**src/verilog/hbc_pkg.sv**
```systemverilog
// Package for the half-bridge input control block: register map, fields, timing
package hbc_pkg;

	// ---------------------------------------------------------------
	// Register byte offsets
	// ---------------------------------------------------------------
	localparam logic [7:0] OFF_COMMAND = 8'h00; // Unlock key field
	localparam logic [7:0] OFF_REG_IN  = 8'h04; // Register copies of disable and input
	localparam logic [7:0] OFF_COMBINE = 8'h08; // combine_select_config
	localparam logic [7:0] OFF_TRIP    = 8'h0C; // Trip regulation enable
	localparam logic [7:0] OFF_STATUS  = 8'h10; // Read-only block state

	// ---------------------------------------------------------------
	// Field positions
	// ---------------------------------------------------------------
	localparam int LOCK_LSB        = 0;
	localparam int LOCK_W          = 3;
	localparam int BIT_REG_DISABLE = 0; // reg_output_disable
	localparam int BIT_REG_INPUT   = 1; // Register input copy
	localparam int BIT_SEL_DISABLE = 0; // disable_combine_select
	localparam int BIT_SEL_INPUT   = 1; // Input combine select
	localparam int BIT_TRIP_EN     = 0;
	localparam int BIT_DIAG_EN     = 1;

	// ---------------------------------------------------------------
	// Keys and reset values
	// ---------------------------------------------------------------
	localparam logic [2:0] KEY_UNLOCK     = 3'h5;
	localparam logic [2:0] KEY_LOCK       = 3'h2;
	localparam logic [1:0] RST_REG_IN     = 2'h1; // Disable copy set, input clear
	localparam logic [1:0] RST_COMBINE    = 2'h0;
	localparam logic [1:0] RST_TRIP       = 2'h0;
	localparam logic [1:0] AXI_OKAY       = 2'h0;
	localparam logic [1:0] AXI_SLVERR     = 2'h2;

	// ---------------------------------------------------------------
	// Timing
	// ---------------------------------------------------------------
	localparam int CLK_MHZ       = 125;
	localparam int TOFF_US       = 30;
	localparam int TOFF_CYCLES   = TOFF_US * CLK_MHZ; // 3750 cycles, fixed off time
	localparam int DEAD_CYCLES   = 4;                 // Ceiling on gate feedback wait
	localparam int TOFF_W        = 12;
	localparam int DEAD_W        = 3;

	// ---------------------------------------------------------------
	// Types
	// ---------------------------------------------------------------
	typedef enum logic [1:0] {
		HBC_SLEEP,
		HBC_STANDBY,
		HBC_ACTIVE
	} hbc_mode_t;

	typedef enum logic [1:0] {
		HBC_OUT_HIZ,
		HBC_OUT_DEAD,
		HBC_OUT_LOW,
		HBC_OUT_HIGH
	} hbc_drive_t;

	typedef struct packed {
		logic high_on;
		logic low_on;
	} hbc_gate_t;

	typedef struct packed {
		logic sleep_bar_pin;
		logic output_disable_pin;
		logic drive_input_pin;
		logic trip_level;
		logic high_gate_fb;
		logic low_gate_fb;
	} hbc_pins_t;

endpackage

```
**src/verilog/hbc_top.sv**
```systemverilog
// Half-bridge input control: pin/register combine, state table, dead time, AXI4-Lite regs
`timescale 1ns/1ps

// Contract
// RULE1 - Sleep pin low forces sleep state and high-impedance output, ignoring other inputs.
// RULE2 - Awake: disable high and input low is standby Hi-Z; disable low drives input.
// RULE3 - Active high with trip regulation enabled and level reached forces low fixed time.
// RULE4 - Dead time inserted at every switch-over from gate feedback; never both on. The code ends it after DEAD_CYCLES even if feedback still shows on.
// RULE5 - Undriven sleep input reads low, undriven disable input reads high.
// RULE6 - Undriven drive-input pin reads as logic zero.
// RULE7 - Register copies steer the bridge only after the unlock key is written.
// RULE8 - Combine select zero: effective signal is pin OR register bit.
// RULE9 - Combine select one: effective signal is pin AND register bit.
// RULE10 - Same state table applies using combined disable and input signals.
// RULE11 - Sleep is controlled only by its pin; no register copy exists.
// RULE12 - Pin-only disable: controller sets select one and register disable bit one.
// RULE13 - Register-only input: controller grounds input pin and sets select zero.
// RULE14 - Register copies are written over the serial register port; the code writes them over the AXI4-Lite write channel instead.
// RULE15 - Standby with input high: diagnostics decide output; disabled means Hi-Z.
module hbc_top (
	input  wire logic              aclk,
	input  wire logic              aresetn,
	input  wire logic              clk_en,
	input  wire hbc_pkg::hbc_pins_t pins,
	input  wire logic              diag_drive,
	input  wire logic [7:0]        s_axi_awaddr,
	input  wire logic              s_axi_awvalid,
	output logic                   s_axi_awready,
	input  wire logic [31:0]       s_axi_wdata,
	input  wire logic [3:0]        s_axi_wstrb,
	input  wire logic              s_axi_wvalid,
	output logic                   s_axi_wready,
	output logic [1:0]             s_axi_bresp,
	output logic                   s_axi_bvalid,
	input  wire logic              s_axi_bready,
	input  wire logic [7:0]        s_axi_araddr,
	input  wire logic              s_axi_arvalid,
	output logic                   s_axi_arready,
	output logic [31:0]            s_axi_rdata,
	output logic [1:0]             s_axi_rresp,
	output logic                   s_axi_rvalid,
	input  wire logic              s_axi_rready,
	output hbc_pkg::hbc_gate_t     gate,
	output hbc_pkg::hbc_mode_t     mode
);

	// ---------------------------------------------------------------
	// State record
	// ---------------------------------------------------------------
	typedef struct packed {
		hbc_pkg::hbc_pins_t  sync1;
		hbc_pkg::hbc_pins_t  sync2;
		logic                unlocked;
		logic [1:0]          reg_in;
		logic [1:0]          combine;
		logic [1:0]          trip_cfg;
		logic                trip_seen;
		logic                aw_held;
		logic [7:0]          aw_addr;
		logic                w_held;
		logic [31:0]         w_data;
		logic [3:0]          w_strb;
		logic                bvalid;
		logic [1:0]          bresp;
		logic                rvalid;
		logic [31:0]         rdata;
		logic [1:0]          rresp;
		hbc_pkg::hbc_drive_t drive;
		logic [hbc_pkg::DEAD_W-1:0] dead_cnt;
		logic [hbc_pkg::TOFF_W-1:0] toff_cnt;
		logic                toff_act;
		logic                last_dis;
		logic                last_in;
		hbc_pkg::hbc_mode_t  mode;
		hbc_pkg::hbc_gate_t  gate;
	} hbc_state_t;

	hbc_state_t st;
	hbc_state_t next_st;

	// Combinational helpers
	logic                eff_dis;
	logic                eff_in;
	logic                pin_dis;
	logic                pin_in;
	logic                sleep_ok;
	hbc_pkg::hbc_mode_t  want_mode;
	hbc_pkg::hbc_drive_t want_drive;
	logic                trip_hit;
	logic                inputs_moved;
	logic                wr_fire;
	logic [31:0]         merged;

	// ---------------------------------------------------------------
	// Next-state logic
	// ---------------------------------------------------------------
	always_comb begin
		next_st = st;

		// Two-stage synchronisers for all pin inputs
		next_st.sync1 = pins;
		next_st.sync2 = st.sync1;

		// Pull levels are analog; synchronised pins already carry them
		sleep_ok = st.sync2.sleep_bar_pin;       // RULE5 RULE11
		pin_dis  = st.sync2.output_disable_pin;  // RULE5
		pin_in   = st.sync2.drive_input_pin;     // RULE6

		// Register copies count only once unlocked; neutral values otherwise
		if (st.unlocked) begin // RULE7
			eff_dis = st.combine[hbc_pkg::BIT_SEL_DISABLE]
				? (pin_dis & st.reg_in[hbc_pkg::BIT_REG_DISABLE])  // RULE9
				: (pin_dis | st.reg_in[hbc_pkg::BIT_REG_DISABLE]); // RULE8
			eff_in = st.combine[hbc_pkg::BIT_SEL_INPUT]
				? (pin_in & st.reg_in[hbc_pkg::BIT_REG_INPUT])     // RULE9
				: (pin_in | st.reg_in[hbc_pkg::BIT_REG_INPUT]);    // RULE8
		end else begin
			eff_dis = pin_dis;
			eff_in  = pin_in;
		end

		// State table on combined signals
		if (!sleep_ok) begin // RULE1
			want_mode  = hbc_pkg::HBC_SLEEP;
			want_drive = hbc_pkg::HBC_OUT_HIZ;
		end else if (eff_dis) begin // RULE2 RULE10
			want_mode  = hbc_pkg::HBC_STANDBY;
			want_drive = (eff_in && diag_drive) ? hbc_pkg::HBC_OUT_HIGH
				: hbc_pkg::HBC_OUT_HIZ; // RULE15
		end else begin // RULE2 RULE10
			want_mode  = hbc_pkg::HBC_ACTIVE;
			want_drive = eff_in ? hbc_pkg::HBC_OUT_HIGH : hbc_pkg::HBC_OUT_LOW;
		end

		// Off-time: user input change cancels the remainder
		inputs_moved = (eff_dis != st.last_dis) || (eff_in != st.last_in);
		next_st.last_dis = eff_dis;
		next_st.last_in  = eff_in;
		trip_hit = st.trip_cfg[hbc_pkg::BIT_TRIP_EN] && st.sync2.trip_level
			&& (st.drive == hbc_pkg::HBC_OUT_HIGH);
		next_st.trip_seen = st.trip_seen | trip_hit;
		if (inputs_moved || want_mode != hbc_pkg::HBC_ACTIVE) begin
			next_st.toff_act = 1'b0;
			next_st.toff_cnt = '0;
		end else if (trip_hit && !st.toff_act) begin // RULE3
			next_st.toff_act = 1'b1;
			next_st.toff_cnt = hbc_pkg::TOFF_W'(hbc_pkg::TOFF_CYCLES - 1);
		end else if (st.toff_act) begin
			if (st.toff_cnt == '0) begin
				next_st.toff_act = 1'b0;
			end else begin
				next_st.toff_cnt = st.toff_cnt - 1'b1;
			end
		end
		if (next_st.toff_act && want_drive == hbc_pkg::HBC_OUT_HIGH) begin
			want_drive = hbc_pkg::HBC_OUT_LOW; // RULE3
		end

		// Dead time: pass through an all-off phase until both gates report off or DEAD_CYCLES run out
		case (st.drive)
			hbc_pkg::HBC_OUT_DEAD: begin
				if ((!st.sync2.high_gate_fb && !st.sync2.low_gate_fb)
						|| st.dead_cnt == '0) begin // RULE4
					// Fresh choice: a target kept from before could drive in sleep
					next_st.drive = want_drive;
				end else begin
					next_st.dead_cnt = st.dead_cnt - 1'b1;
				end
			end
			hbc_pkg::HBC_OUT_HIGH, hbc_pkg::HBC_OUT_LOW: begin
				if (want_drive != st.drive) begin // RULE4
					next_st.drive    = hbc_pkg::HBC_OUT_DEAD;
					next_st.dead_cnt = hbc_pkg::DEAD_W'(hbc_pkg::DEAD_CYCLES - 1);
				end
			end
			default: begin
				next_st.drive = want_drive;
			end
		endcase
		next_st.gate.high_on = (next_st.drive == hbc_pkg::HBC_OUT_HIGH); // RULE4
		next_st.gate.low_on  = (next_st.drive == hbc_pkg::HBC_OUT_LOW);
		next_st.mode         = want_mode;

		// AXI4-Lite write channel: address and data in either order
		if (s_axi_awvalid && !st.aw_held) begin
			next_st.aw_held = 1'b1;
			next_st.aw_addr = s_axi_awaddr;
		end
		if (s_axi_wvalid && !st.w_held) begin
			next_st.w_held = 1'b1;
			next_st.w_data = s_axi_wdata;
			next_st.w_strb = s_axi_wstrb;
		end
		wr_fire = st.aw_held && st.w_held && !st.bvalid;
		merged  = st.w_data;
		if (wr_fire) begin // RULE14
			next_st.aw_held = 1'b0;
			next_st.w_held  = 1'b0;
			next_st.bvalid  = 1'b1;
			next_st.bresp   = hbc_pkg::AXI_OKAY;
			if (st.w_strb[0]) begin
				case (st.aw_addr)
					hbc_pkg::OFF_COMMAND: begin
						if (merged[hbc_pkg::LOCK_LSB +: hbc_pkg::LOCK_W]
								== hbc_pkg::KEY_UNLOCK) begin
							next_st.unlocked = 1'b1; // RULE7
						end else if (merged[hbc_pkg::LOCK_LSB +: hbc_pkg::LOCK_W]
								== hbc_pkg::KEY_LOCK) begin
							next_st.unlocked = 1'b0;
						end
					end
					hbc_pkg::OFF_REG_IN:  next_st.reg_in   = merged[1:0];
					hbc_pkg::OFF_COMBINE: next_st.combine  = merged[1:0];
					hbc_pkg::OFF_TRIP: begin
						next_st.trip_cfg = merged[1:0];
						// Write one to bit 8 clears the sticky trip flag; new hit wins
						if (st.w_strb[1] && merged[8]) begin
							next_st.trip_seen = trip_hit;
						end
					end
					hbc_pkg::OFF_STATUS: next_st.bresp = hbc_pkg::AXI_OKAY;
					default: next_st.bresp = hbc_pkg::AXI_SLVERR;
				endcase
			end
		end
		if (st.bvalid && s_axi_bready) begin
			next_st.bvalid = 1'b0;
		end

		// AXI4-Lite read channel
		if (s_axi_arvalid && !st.rvalid) begin
			next_st.rvalid = 1'b1;
			next_st.rresp  = hbc_pkg::AXI_OKAY;
			next_st.rdata  = 32'h0;
			case (s_axi_araddr)
				hbc_pkg::OFF_COMMAND: next_st.rdata = {31'h0, st.unlocked};
				hbc_pkg::OFF_REG_IN:  next_st.rdata = {30'h0, st.reg_in};
				hbc_pkg::OFF_COMBINE: next_st.rdata = {30'h0, st.combine};
				hbc_pkg::OFF_TRIP:
					next_st.rdata = {23'h0, st.trip_seen, 6'h0, st.trip_cfg};
				hbc_pkg::OFF_STATUS:
					next_st.rdata = {24'h0, st.toff_act, eff_in, eff_dis,
						sleep_ok, st.mode, st.gate.high_on, st.gate.low_on};
				default: next_st.rresp = hbc_pkg::AXI_SLVERR;
			endcase
		end else if (st.rvalid && s_axi_rready) begin
			next_st.rvalid = 1'b0;
		end
	end

	// ---------------------------------------------------------------
	// State register
	// ---------------------------------------------------------------
	// Reset puts the bridge safe: everything off, locked, sleep reported
	always_ff @(posedge aclk) begin
		if (!aresetn) begin
			st          <= '0;
			st.sync1.output_disable_pin <= 1'b1;
			st.sync2.output_disable_pin <= 1'b1;
			st.reg_in   <= hbc_pkg::RST_REG_IN;
			st.combine  <= hbc_pkg::RST_COMBINE;
			st.trip_cfg <= hbc_pkg::RST_TRIP;
			st.drive    <= hbc_pkg::HBC_OUT_HIZ;
			st.mode     <= hbc_pkg::HBC_SLEEP;
			st.last_dis <= 1'b1;
		end else if (clk_en) begin
			st <= next_st;
		end
	end

	// ---------------------------------------------------------------
	// Outputs, all straight from the state record
	// ---------------------------------------------------------------
	assign s_axi_awready = !st.aw_held;
	assign s_axi_wready  = !st.w_held;
	assign s_axi_bvalid  = st.bvalid;
	assign s_axi_bresp   = st.bresp;
	assign s_axi_arready = !st.rvalid;
	assign s_axi_rvalid  = st.rvalid;
	assign s_axi_rdata   = st.rdata;
	assign s_axi_rresp   = st.rresp;
	assign gate          = st.gate;
	assign mode          = st.mode;

endmodule // hbc_top

```
**config.mk**
```make
export PLATFORM = sky130hd
export DESIGN_NAME = hbc_top
export DESIGN_NICKNAME = d
export VERILOG_FILES = /design/src/verilog/hbc_pkg.sv /design/src/verilog/hbc_top.sv
export SDC_FILE = /design/constraint.sdc
export NUM_CORES = 1
export LEC_CHECK = 0
export BUFFER_PORTS_ARGS = -buffer_cell sky130_fd_sc_hd__buf_2
export CAP_MARGIN = 25
export CELL_PAD_IN_SITES_DETAIL_PLACEMENT = 1
export CELL_PAD_IN_SITES_GLOBAL_PLACEMENT = 2
export CORE_UTILIZATION = 30
export DETAILED_ROUTE_END_ITERATION = 6
export PLACE_DENSITY_LB_ADDON = 0.1
export REMOVE_ABC_BUFFERS = 1
export SKIP_CTS_REPAIR_TIMING = 1
export SYNTH_ARGS = -nofsm -noshare
export SYNTH_HDL_FRONTEND = slang
export SYNTH_SLANG_ARGS = --single-unit
```
**constraint.sdc**
```tcl
create_clock -name aclk -period 4.44 [get_ports aclk]
set_input_delay 1.11 -clock aclk [delete_from_list [all_inputs] [get_ports aclk]]
set_output_delay 1.11 -clock aclk [all_outputs]
set_load 0.01 [all_outputs]
```
==> out/metrics.yaml, run 1 <==
final_common_cell: "dfxtp_1"
arrival_ns: 2.91
grt_pass1_wl_um: 14900
tns_ns: 0
route.detailed.drc: 0
stdcell_area_um2: 4240
fin_nets: 535
track_usage_pct: 15.2
vias_per_cell: 4.68
p_sw_mw: 0.350
cp_cell_sequence: "buf_2, nand4b_1, nor4_4, nand2_1, nor2_1, mux2i_1, nor2_1"
crit_top_cell: "nor2_1"
ys_warn_count: 0
die-area_um2: 12800
tightest_slew_ns: 0.824
busiest_layer: "met2"
first_global_vias: 2938
swShare_pct: 23.0
wirelength_um: 8960
gr-total-overflow: 0
first_pass_iters: 4
grt_max_degree: 33
p_seq_share_pct: 45.0
required_ns: 4.64
io_pins: 112
wl_per_cell_um: 14.1
clock_skew_ns: 0.00582
end_kind: "flop"
worstSetupPathType: "in -> reg"
fin_crit_ns: 2.71
synth.distinct_cells: 62
antenna_found_initial: 0
crit_fanout: 19
synth-edff-count: 0
core_area_um2: 12100
clk_pin_slew_ns: 0.05
met3_usage_pct: 3.59
layout_common_cells: "73 x dfxtp_1, 56 x nor2_1, 56 x buf_2, 46 x nand2_1, 35 x mux2i_1"
synthCells: 429
cts_tree: "done"
ys_seq_elements: 73
regArea_um2: 1460
total_leakage_power_nw: 1.83
multi_input_area_um2: 1930
vias: 2984
die_h_um: 113
p_comb_share_pct: 7.2
drt_iter0_drc: 128
grt_use_met2_pct: 24.0
cts-buffers-inserted: 9
p_int_mw: 1.17
crit_path_max_incr_delay_ns: 0.41
port_buffers: 56
grtUsageMet1_pct: 19.4
place.gp.congestion: 0.742
power_density_nw_per_um2: 359
ant_nets: 0
rsz0062_at_grt: "false"
fmax_mhz: 369
cp-start-kind: "primary input"
fillers: 1424
synth_seq_area_share_pct: 39.4
placed_area_um2: 3940
drv_cap: 0
reg2reg_slack_ns: 2.19
slew_violations: 0
relSlewSlack_pct: 44.9
finalCritPeriodShare_pct: 61.1
clkLatencyLatePin_ns: 0.34
clkPwrFrac_pct: 47.8
cp_slowest_cell: "buf_2"
rows: 40
area_growth_pct: 14.2
die_w_um: 113
avgSynthCellArea_um2: 8.66
async_reset_ff_share_pct: 0
finalHoldViolations: 0
run_status: "completed"
cts-root-buf: "clkbuf_16"
ir_drop_v: 0.000143
cts_buffer_depth: 2
dpl.hpwl_um: 6460
ys.flop_type: "dfxtp_1"
drive_gt1_share_pct: 19.2
syn_area_um2: 3710
cts_max_level: 3
holdCritPathClass: "reg -> reg"
final-setup-viol-count: 0
cts.sinks: 73
start_util_pct: 30.8
diodes: 0
-- synthesized netlist by cell type (4+ instances only) --
library cell	count	share of area [%]
buf_1	5	0.51
nor3_1	9	1.2
nand3_1	21	2.8
mux2i_1	35	9.4
o21ai_0	13	1.8
nand2b_1	4	0.67
inv_1	12	1.2
a21oi_1	25	3.4
a211oi_1	4	0.81
clkbuf_1	10	1.0
dfxtp_1	73	39
buf_4	40	8.1
nor2_1	56	5.7
nand2_1	46	4.6
-- metrics by stage --
stage          instances  hold slack, ns  power, mW  setup slack [ns]  utilization, %
6_report             637           0.448       1.52              1.73            35.1
5_1_grt              637           0.461       1.60              1.53            35.1
4_1_cts              637           0.453       1.56              1.72            35.1
3_5_place_dp         622           0.445      0.812              1.35            32.7
3_3_place_gp         622           0.437      0.810              1.39            32.7
2_1_floorplan        396           0.440      0.761              1.67               -
-- final timing paths --
| check | start | end | cells past startpoint |
|---|---|---|---|
| worst max-delay path | clk_en | st[112] | 7 |
| worst min-delay path | s_axi_rdata[6] | s_axi_rdata[6] | 2 |
| worst max register to register | st[7] | st[17] | 8 |
| worst min register to register | s_axi_rdata[6] | s_axi_rdata[6] | 2 |
-- area by class of cell --
cell class | count | area share [%]
Multi-Input combinational cell | 311 | 45.5
Clock inverter | 3 | 0.945
Timing Repair Buffer | 58 | 6.97
Tap cell | 168 | 4.96
Clock buffer | 12 | 6.05
Sequential cell | 73 | 34.5
Inverter | 12 | 1.06
-- power by group through the flow --
| stage | sequential, mW | combinational [mW] | clock (mW) |
|---|---|---|---|
| CTS | 0.685 | 0.113 | 0.760 |
| detailed placement | 0.700 | 0.113 | 0 |
| global placement | 0.699 | 0.111 | 0 |
| finish | 0.685 | 0.110 | 0.728 |
| floorplan | 0.697 | 0.0640 | 0 |
| global route | 0.687 | 0.124 | 0.785 |
-- worst max-delay path: cells and delay by family --
| kind | cells | cell delay, ns |
|---|---|---|
| AND/OR/NAND/NOR | 5 | 1.15 |
| buffers and inverters | 1 | 0.41 |
| multiplexers | 1 | 0.22 |
-- registers in the layout (all words and copies together) (netlist names) --
name,cells
pin_in,1
pin_dis,1
s_axi_rvalid,1
s_axi_bvalid,1
s_axi_rresp,1
s_axi_rdata,9
s_axi_bresp,1
merged,4
gate,2
st,43
mode,2
sleep_ok,1
next_st,6
-- metal layers --
metal	vias up	share of wire [%]
met5	-	0
met4	0	1.8
met3	10	4.1
met2	65	45
met1	1405	49
li1	1504	-
-- logic make-up (layout without fill, tap and decap cells) --
group                      count (synthesis)  in the layout  share of synthesized area, %
other                                      1             25                         0.101
muxes                                     37             37                          10.0
buffers and inverters                     69             85                          11.1
xor gates and xnor gates                   5              5                          1.18
DFF                                       73             73                          39.4
and+or+nand+nor                          168            168                          22.8
AOI/OAI and AO/OA                         73             73                          14.5
adders and majority gates                  3              3                          1.01
Note: power is estimated with default switching activity, not from simulation.
==> inputs of run 2 (changes only) <==
--- a/config.mk
+++ b/config.mk
@@ -5,11 +5,12 @@
 export SDC_FILE = /design/constraint.sdc
 export NUM_CORES = 1
 export LEC_CHECK = 0
+export ABC_AREA = 1
 export BUFFER_PORTS_ARGS = -buffer_cell sky130_fd_sc_hd__buf_2
 export CAP_MARGIN = 25
 export CELL_PAD_IN_SITES_DETAIL_PLACEMENT = 1
 export CELL_PAD_IN_SITES_GLOBAL_PLACEMENT = 2
-export CORE_UTILIZATION = 30
+export CORE_UTILIZATION = 25
 export DETAILED_ROUTE_END_ITERATION = 6
 export PLACE_DENSITY_LB_ADDON = 0.1
 export REMOVE_ABC_BUFFERS = 1
==> constraint.sdc (replaced) <==
create_clock -name aclk -period 2.2 [get_ports aclk]
set_input_delay 0.55 -clock aclk [delete_from_list [all_inputs] [get_ports aclk]]
set_output_delay 0.55 -clock aclk [all_outputs]
set_load 0.01 [all_outputs]
==> run 2 against run 1 <==
  * Sequential cell count unchanged
  * Utilization is 4.3 points lower
  * Register-to-register slack worse by 1.9 ns
  * Sequential power up 110%
  * Count of clock-buffer cells in the layout unchanged
  * Largest power group unchanged
  * Critical path depth up 5
  * Total power rose by 130%
  * Die area rose by 18%
==> out/metrics.yaml, run 2 <==
run_status: "completed"  # unchanged
io_pins: 112  # unchanged
final_cells: 752  # was 637
crit_fanout: 5  # was 19
synth.distinct_cells: 38  # was 62
routed-wl-met2_um: 4900  # was 4000 um
worstSetupEndpoint: "gate[0]"  # was st[112]
total_leakage_power_nw: 1.94  # was 1.83 nW
swShare_pct: 23.3  # was 23.0%
critical_path.reg2reg.endpoint: "gate[0]"  # was st[17]
synth_common_cells: "88 x nand2_1, 73 x dfxtp_1, 65 x nor2_1"  # was 73 x dfxtp_1, 56 x nor2_1, 46 x nand2_1
worstRegToRegCells: 12  # was 8
final-setup-viol-count: 0  # unchanged
yosys.area.top_type: "dfxtp_1"  # unchanged
die_w_um: 123  # was 113 um
required_ns: 2.46  # was 4.64 ns
reg2reg_slack_ns: 0.26  # was 2.19 ns
holdCritPathClass: "in -> reg"  # was reg -> reg
ant_nets: 0  # unchanged
clkPwrFrac_pct: 50.7  # was 47.8%
top_layer: "met4"  # unchanged
hold-worst-slack_ns: 0.426  # was 0.448 ns
ys.flop_type: "dfxtp_1"  # unchanged
die_h_um: 123  # was 113 um
rsz0062_at_grt: "false"  # unchanged
cts_max_level: 3  # unchanged
tns_ns: 0  # unchanged
p_seq_share_pct: 40.7  # was 45.0%
finalCritPeriodShare_pct: 88.2
fin_nets: 637  # was 535
async_reset_ff_share_pct: 0  # unchanged
p_sw_mw: 0.806  # was 0.350 mW
vias: 3371  # was 2984
synth-edff-count: 0  # unchanged
rows: 43  # was 40
ir_drop_v: 0.000404  # was 0.000143 V
synth_seq_area_share_pct: 39.8  # was 39.4%
ys_seq_elements: 73  # unchanged
track_usage_pct: 14.5  # was 15.2%
syn_area_um2: 3680  # was 3710 um^2
p_int_mw: 2.65  # was 1.17 mW
cts_buffer_depth: 2  # unchanged
synth_most_common_cell: "nand2_1"  # was dfxtp_1
cts-root-buf: "clkbuf_16"  # unchanged
drt_iter0_drc: 101  # was 128
post-route-util_pct: 30.9  # was 35.1%
fin_crit_ns: 1.94
slew_violations: 0  # unchanged
dpl.hpwl_um: 7270  # was 6460 um
clock_skew_ns: 0.00683  # was 0.00582 ns
route.met3.wl_um: 373  # was 368 um
wirelength_um: 10100  # was 8960 um
wl_met1_um: 4670  # was 4430 um
p_comb_share_pct: 8.6  # was 7.2%
antenna_found_initial: 0  # unchanged
cts-buffers-inserted: 9  # unchanged
route.detailed.drc: 0  # unchanged
die-area_um2: 15200  # was 12800 um^2
first_pass_iters: 4  # unchanged
synth_top_area_share_pct: 39.8  # was 39.4%
largest_reg_flops: 43  # unchanged
worstSetupPathType: "reg -> reg"  # was in -> reg
grt_max_degree: 44  # was 33
layout_common_cells: "88 x nand2_1, 73 x dfxtp_1, 65 x nor2_1, 56 x a21oi_1, 56 x buf_2"  # was 73 x dfxtp_1, 56 x nor2_1, 56 x buf_2, 46 x nand2_1, 35 x mux2i_1
final_common_cell: "nand2_1"  # was dfxtp_1
yosys-top-cells-area: "dfxtp_1 40%, nand2_1 9.0%, buf_4 8.4%, a21oi_1 7.6%, o21ai_0 6.9%"  # was dfxtp_1 39%, mux2i_1 9.4%, buf_4 8.1%, nor2_1 5.7%, nand2_1 4.6%
synthCells: 522  # was 429
diodes: 0  # unchanged
cp-start-kind: "flop"  # was primary input
finalHoldViolations: 0  # unchanged
drv_cap: 0  # unchanged
avgSynthCellArea_um2: 7.04  # was 8.66 um^2
wl_per_cell_um: 13.4  # was 14.1 um
ys_warn_count: 0  # unchanged
startpoint: "st[7]"  # was clk_en
drive_gt1_share_pct: 17.5  # was 19.2%
cts.sinks: 73  # unchanged
area_growth_pct: 18.3  # was 14.2%
clkLatencyLatePin_ns: 0.34  # about the same
gr-total-overflow: 0  # unchanged
finalPower_mw: 3.46  # was 1.52 mW
dp.cells: 736  # was 622
core_area_um2: 14100  # was 12100 um^2
start_util_pct: 26.1  # was 30.8%
vias_per_cell: 4.48  # was 4.68
clk_pin_slew_ns: 0.06  # was 0.05 ns
arrival_ns: 2.20  # was 2.91 ns
grt_pass1_wl_um: 16600  # was 14900 um
end_kind: "flop"  # unchanged
fillers: 1802  # was 1424
cts_tree: "done"  # unchanged
place.gp.congestion: 0.764  # was 0.742
port_buffers: 56  # unchanged
power_density_nw_per_um2: 795  # was 359 nW/um^2
first_global_vias: 3367  # was 2938
fmax_mhz: 515
top_register: "st"  # unchanged
reg2reg_from: "st[7]"  # unchanged
-- run 2: cell count changes after synthesis, sizes merged, moves of 4 or more --
cell,change
o21ai,+37
nand3,+14
inv,+39
mux2i,-35
nand2,+45
nor2,+14
nor3b,-4
nor4,-5
a21oi,+31
nand2b,-4
-- run 2: logic make-up (layout without fill, tap and decap cells) --
logic type                 after synthesis  count (layout)  share of synthesized area [%]
DFF                                     73              73                           39.8
and+or+nand+nor                        211             211                           25.0
other                                    1              25                          0.102
xor gates and xnor gates                 4               4                          0.953
buffers and inverters                  109             135                           15.4
AOI/OAI and AO/OA                      121             121                           17.7
adders and majority gates                3               3                           1.02
-- run 2: worst min path at each step --
stage,end,cells after the start,slack (ns),from
3_3_place_gp,st[104],2,0.44,st[104]
5_1_grt,next_st[120],3,0.43,pins[4]
3_5_place_dp,st[104],2,0.45,st[104]
4_1_cts,next_st[120],3,0.41,pins[4]
2_1_floorplan,st[104],2,0.43,st[104]
6_report,next_st[120],3,0.43,pins[4]
-- run 2: final cells by class --
type | instances | area (um^2) | area share [%]
clock buffer | 12 | 256 | 5.90
clock inverter | 4 | 98.8 | 2.27
inverter | 51 | 191 | 4.40
multi-input combinational | 364 | 1750 | 40.1
sequential | 73 | 1460 | 33.6
tap | 180 | 225 | 5.18
timing repair buffer | 68 | 370 | 8.51
-- run 2: per-layer routing --
metal / track usage, % / up-vias
met2: 24.9 / 56
li1: - / 1733
met1: 17.1 / 1571
met5: 0 / -
met3: 3.97 / 11
met4: 5.20 / 0
-- run 2: critical path: stages, from the launching register on --
cell and delay, ns:
dfxtp_1 0.32, inv_1 0.08, ha_1 0.24, nand3_1 0.14, nor2_2 0.23, a21oi_4 0.10
nand2_4 0.13, nand2_1 0.08, nand2_1 0.08, nand4_1 0.08, nand3_1 0.14, nand3_1 0.10
a21oi_1 0.13
-- run 2: metrics by stage --
step           instance area, um^2  worst slack (ns)
2_1_floorplan                 3390             0.391
3_3_place_gp                  3990             0.264
3_5_place_dp                  3990             0.235
4_1_cts                       4340             0.226
5_1_grt                       4350            0.0185
6_report                      4350             0.259
-- run 2: power by group through the flow --
stage / combinational (mW) / sequential (mW) / clock (mW)
after CTS: 0.304 / 1.41 / 1.81
after floorplan: 0.168 / 1.44 / 0
after global routing: 0.346 / 1.41 / 1.87
final: 0.297 / 1.41 / 1.75
after global placement: 0.298 / 1.44 / 0
after detailed placement: 0.303 / 1.44 / 0
==> inputs of run 3 (changes only) <==
--- a/config.mk
+++ b/config.mk
@@ -12,7 +12,7 @@
 export CELL_PAD_IN_SITES_GLOBAL_PLACEMENT = 2
 export CORE_UTILIZATION = 25
 export DETAILED_ROUTE_END_ITERATION = 6
-export PLACE_DENSITY_LB_ADDON = 0.1
+export PLACE_DENSITY = 0.81
 export REMOVE_ABC_BUFFERS = 1
 export SKIP_CTS_REPAIR_TIMING = 1
 export SYNTH_ARGS = -nofsm -noshare
==> run 3 against run 2 <==
  * Final area is 1.5% lower
  * Clock power is 21% lower
  * Non-clock buffer count stayed put
  * Sequential share of layout area is 0.52 points higher
  * Largest cell class unchanged
==> out/metrics.yaml, run 3 (synthesized netlist as in run 2, its figures left out) <==
swShare_pct: 26.3  # was 23.3%
die-area_um2: 15200  # unchanged
vias_per_cell: 4.55  # was 4.48
route.met3.wl_um: 308  # was 373 um
clkLatencyLatePin_ns: 0.33  # was 0.34 ns
wl_per_cell_um: 12.8  # was 13.4 um
dpl.hpwl_um: 7340  # was 7270 um
fin_nets: 637  # unchanged
total_leakage_power_nw: 1.91  # was 1.94 nW
core_area_um2: 14100  # unchanged
fmax_mhz: 499  # was 515 MHz
drive_gt1_share_pct: 17.3  # was 17.5%
end_kind: "flop"  # unchanged
p_int_mw: 2.28  # was 2.65 mW
top_register: "st"  # unchanged
ir_drop_v: 0.000444  # was 0.000404 V
grt_pass1_wl_um: 15900  # was 16600 um
area_growth_pct: 16.5  # was 18.3%
cts_tree: "done"  # unchanged
cp_cell_sequence: "nor3_1, nand2_1, nor3_1, nand3_1, nor2_1, a21oi_1, o21ai_0, a21oi_1"  # was inv_1, ha_1, nand3_1, nor2_2, a21oi_4, nand2_4, nand2_1, nand2_1, nand4_1, nand3_1, nand3_1, a21oi_1
cts_max_level: 3  # unchanged
cts_buffer_depth: 2  # unchanged
final_common_cell: "nand2_1"  # unchanged
die_w_um: 123  # unchanged
final-setup-viol-count: 0  # unchanged
first_pass_iters: 4  # unchanged
diodes: 0  # unchanged
slew_violations: 0  # unchanged
wirelength_um: 9630  # was 10100 um
power_density_nw_per_um2: 721  # was 795 nW/um^2
cts-root-buf: "clkbuf_16"  # unchanged
clock_skew_ns: 0.00818  # was 0.00683 ns
final_cells: 752  # unchanged
rows: 43  # unchanged
drt_iter0_drc: 105  # was 101
p_comb_share_pct: 9.7  # was 8.6%
grt_max_degree: 27  # was 44
crit_fanout: 3  # was 5
top_layer: "met4"  # unchanged
port_buffers: 56  # unchanged
finalHoldViolations: 0  # unchanged
die_h_um: 123  # unchanged
cts-buffers-inserted: 9  # unchanged
track_usage_pct: 13.5  # was 14.5%
cp-start-kind: "flop"  # unchanged
fillers: 1782  # was 1802
first_global_vias: 3418  # was 3367
antenna_found_initial: 0  # unchanged
p_seq_share_pct: 45.6  # was 40.7%
clkPwrFrac_pct: 44.7  # was 50.7%
worstSetupPathType: "reg -> reg"  # unchanged
vias: 3418  # was 3371
clk_pin_slew_ns: 0.06  # about the same
routed-wl-met2_um: 4750  # was 4900 um
required_ns: 2.41  # was 2.46 ns
finalCritPeriodShare_pct: 91.0  # was 88.2%
crit_path_max_incr_delay_ns: 0.35  # was 0.32 ns
layout_common_cells: "88 x nand2_1, 73 x dfxtp_1, 65 x nor2_1, 56 x a21oi_1, 56 x buf_2"  # unchanged
cp_slowest_cell: "nor3_1"  # was dfxtp_1
io_pins: 112  # unchanged
run_status: "completed"  # unchanged
fin_crit_ns: 2.00  # was 1.94 ns
dp.cells: 736  # unchanged
start_util_pct: 26.1  # unchanged
p_sw_mw: 0.811  # was 0.806 mW
largest_reg_flops: 43  # unchanged
ant_nets: 0  # unchanged
cts.sinks: 73  # unchanged
tns_ns: 0  # unchanged
holdCritPathClass: "in -> reg"  # unchanged
arrival_ns: 2.21  # was 2.20 ns
wl_met1_um: 4450  # was 4670 um
place.gp.congestion: 0.762  # was 0.764
rsz0062_at_grt: "false"  # unchanged
gr-total-overflow: 0  # unchanged
route.detailed.drc: 0  # unchanged
drv_cap: 0  # unchanged
-- run 3: routing by layer --
metal  vias to the layer above  track usage [%]
met5                         -                0
met1                      1630             15.9
met3                         9             3.09
li1                       1725                -
met2                        54             23.7
met4                         0             4.74
-- run 3: layout make-up --
cell class	instances	area, um^2	area share [%]
Timing Repair Buffer	68	383	8.94
Sequential cell	73	1460	34.1
Clock inverter	6	41.3	0.964
Clock buffer	10	239	5.58
Multi-Input combinational cell	364	1740	40.7
Tap cell	180	225	5.26
Inverter	51	191	4.47
-- run 3: worst paths after layout --
path,from,to,slack [ns],cells after the start
worst min register to register,s_axi_rdata[8],s_axi_rdata[8],0.46,2
worst max-delay path,st[7],st[18],0.20,8
worst min-delay path,s_axi_awaddr[1],st[100],0.44,3
worst max register to register,st[7],st[18],0.20,8
-- run 3: power groups by stage --
stage	Sequential [mW]	Combinational, mW	Clock [mW]
floorplan	1.44	0.168	0
global placement	1.44	0.293	0
detailed placement	1.44	0.303	0
CTS	1.41	0.304	1.43
global route	1.42	0.344	1.48
finish	1.41	0.299	1.38
-- run 3: metrics by stage --
stage | power, mW | hold slack [ns] | area, um^2 | utilization (%) | setup WS [ns]
after floorplan | 1.60 | 0.429 | 3390 | - | 0.391
after global placement | 1.73 | 0.443 | 4000 | 28.4 | 0.304
after detailed placement | 1.74 | 0.457 | 4000 | 28.4 | 0.194
after CTS | 3.14 | 0.425 | 4280 | 30.4 | 0.182
after global routing | 3.24 | 0.453 | 4280 | 30.4 | 0.0200
final | 3.09 | 0.435 | 4280 | 30.4 | 0.197
-- run 3: worst max-delay path: cells and delay by family, from the launching register on --
family / cells / cell delay (ns)
AO/OA/AOI/OAI: 3 / 0.37
flip-flops: 1 / 0.32
AND/OR/NAND/NOR: 5 / 1.19
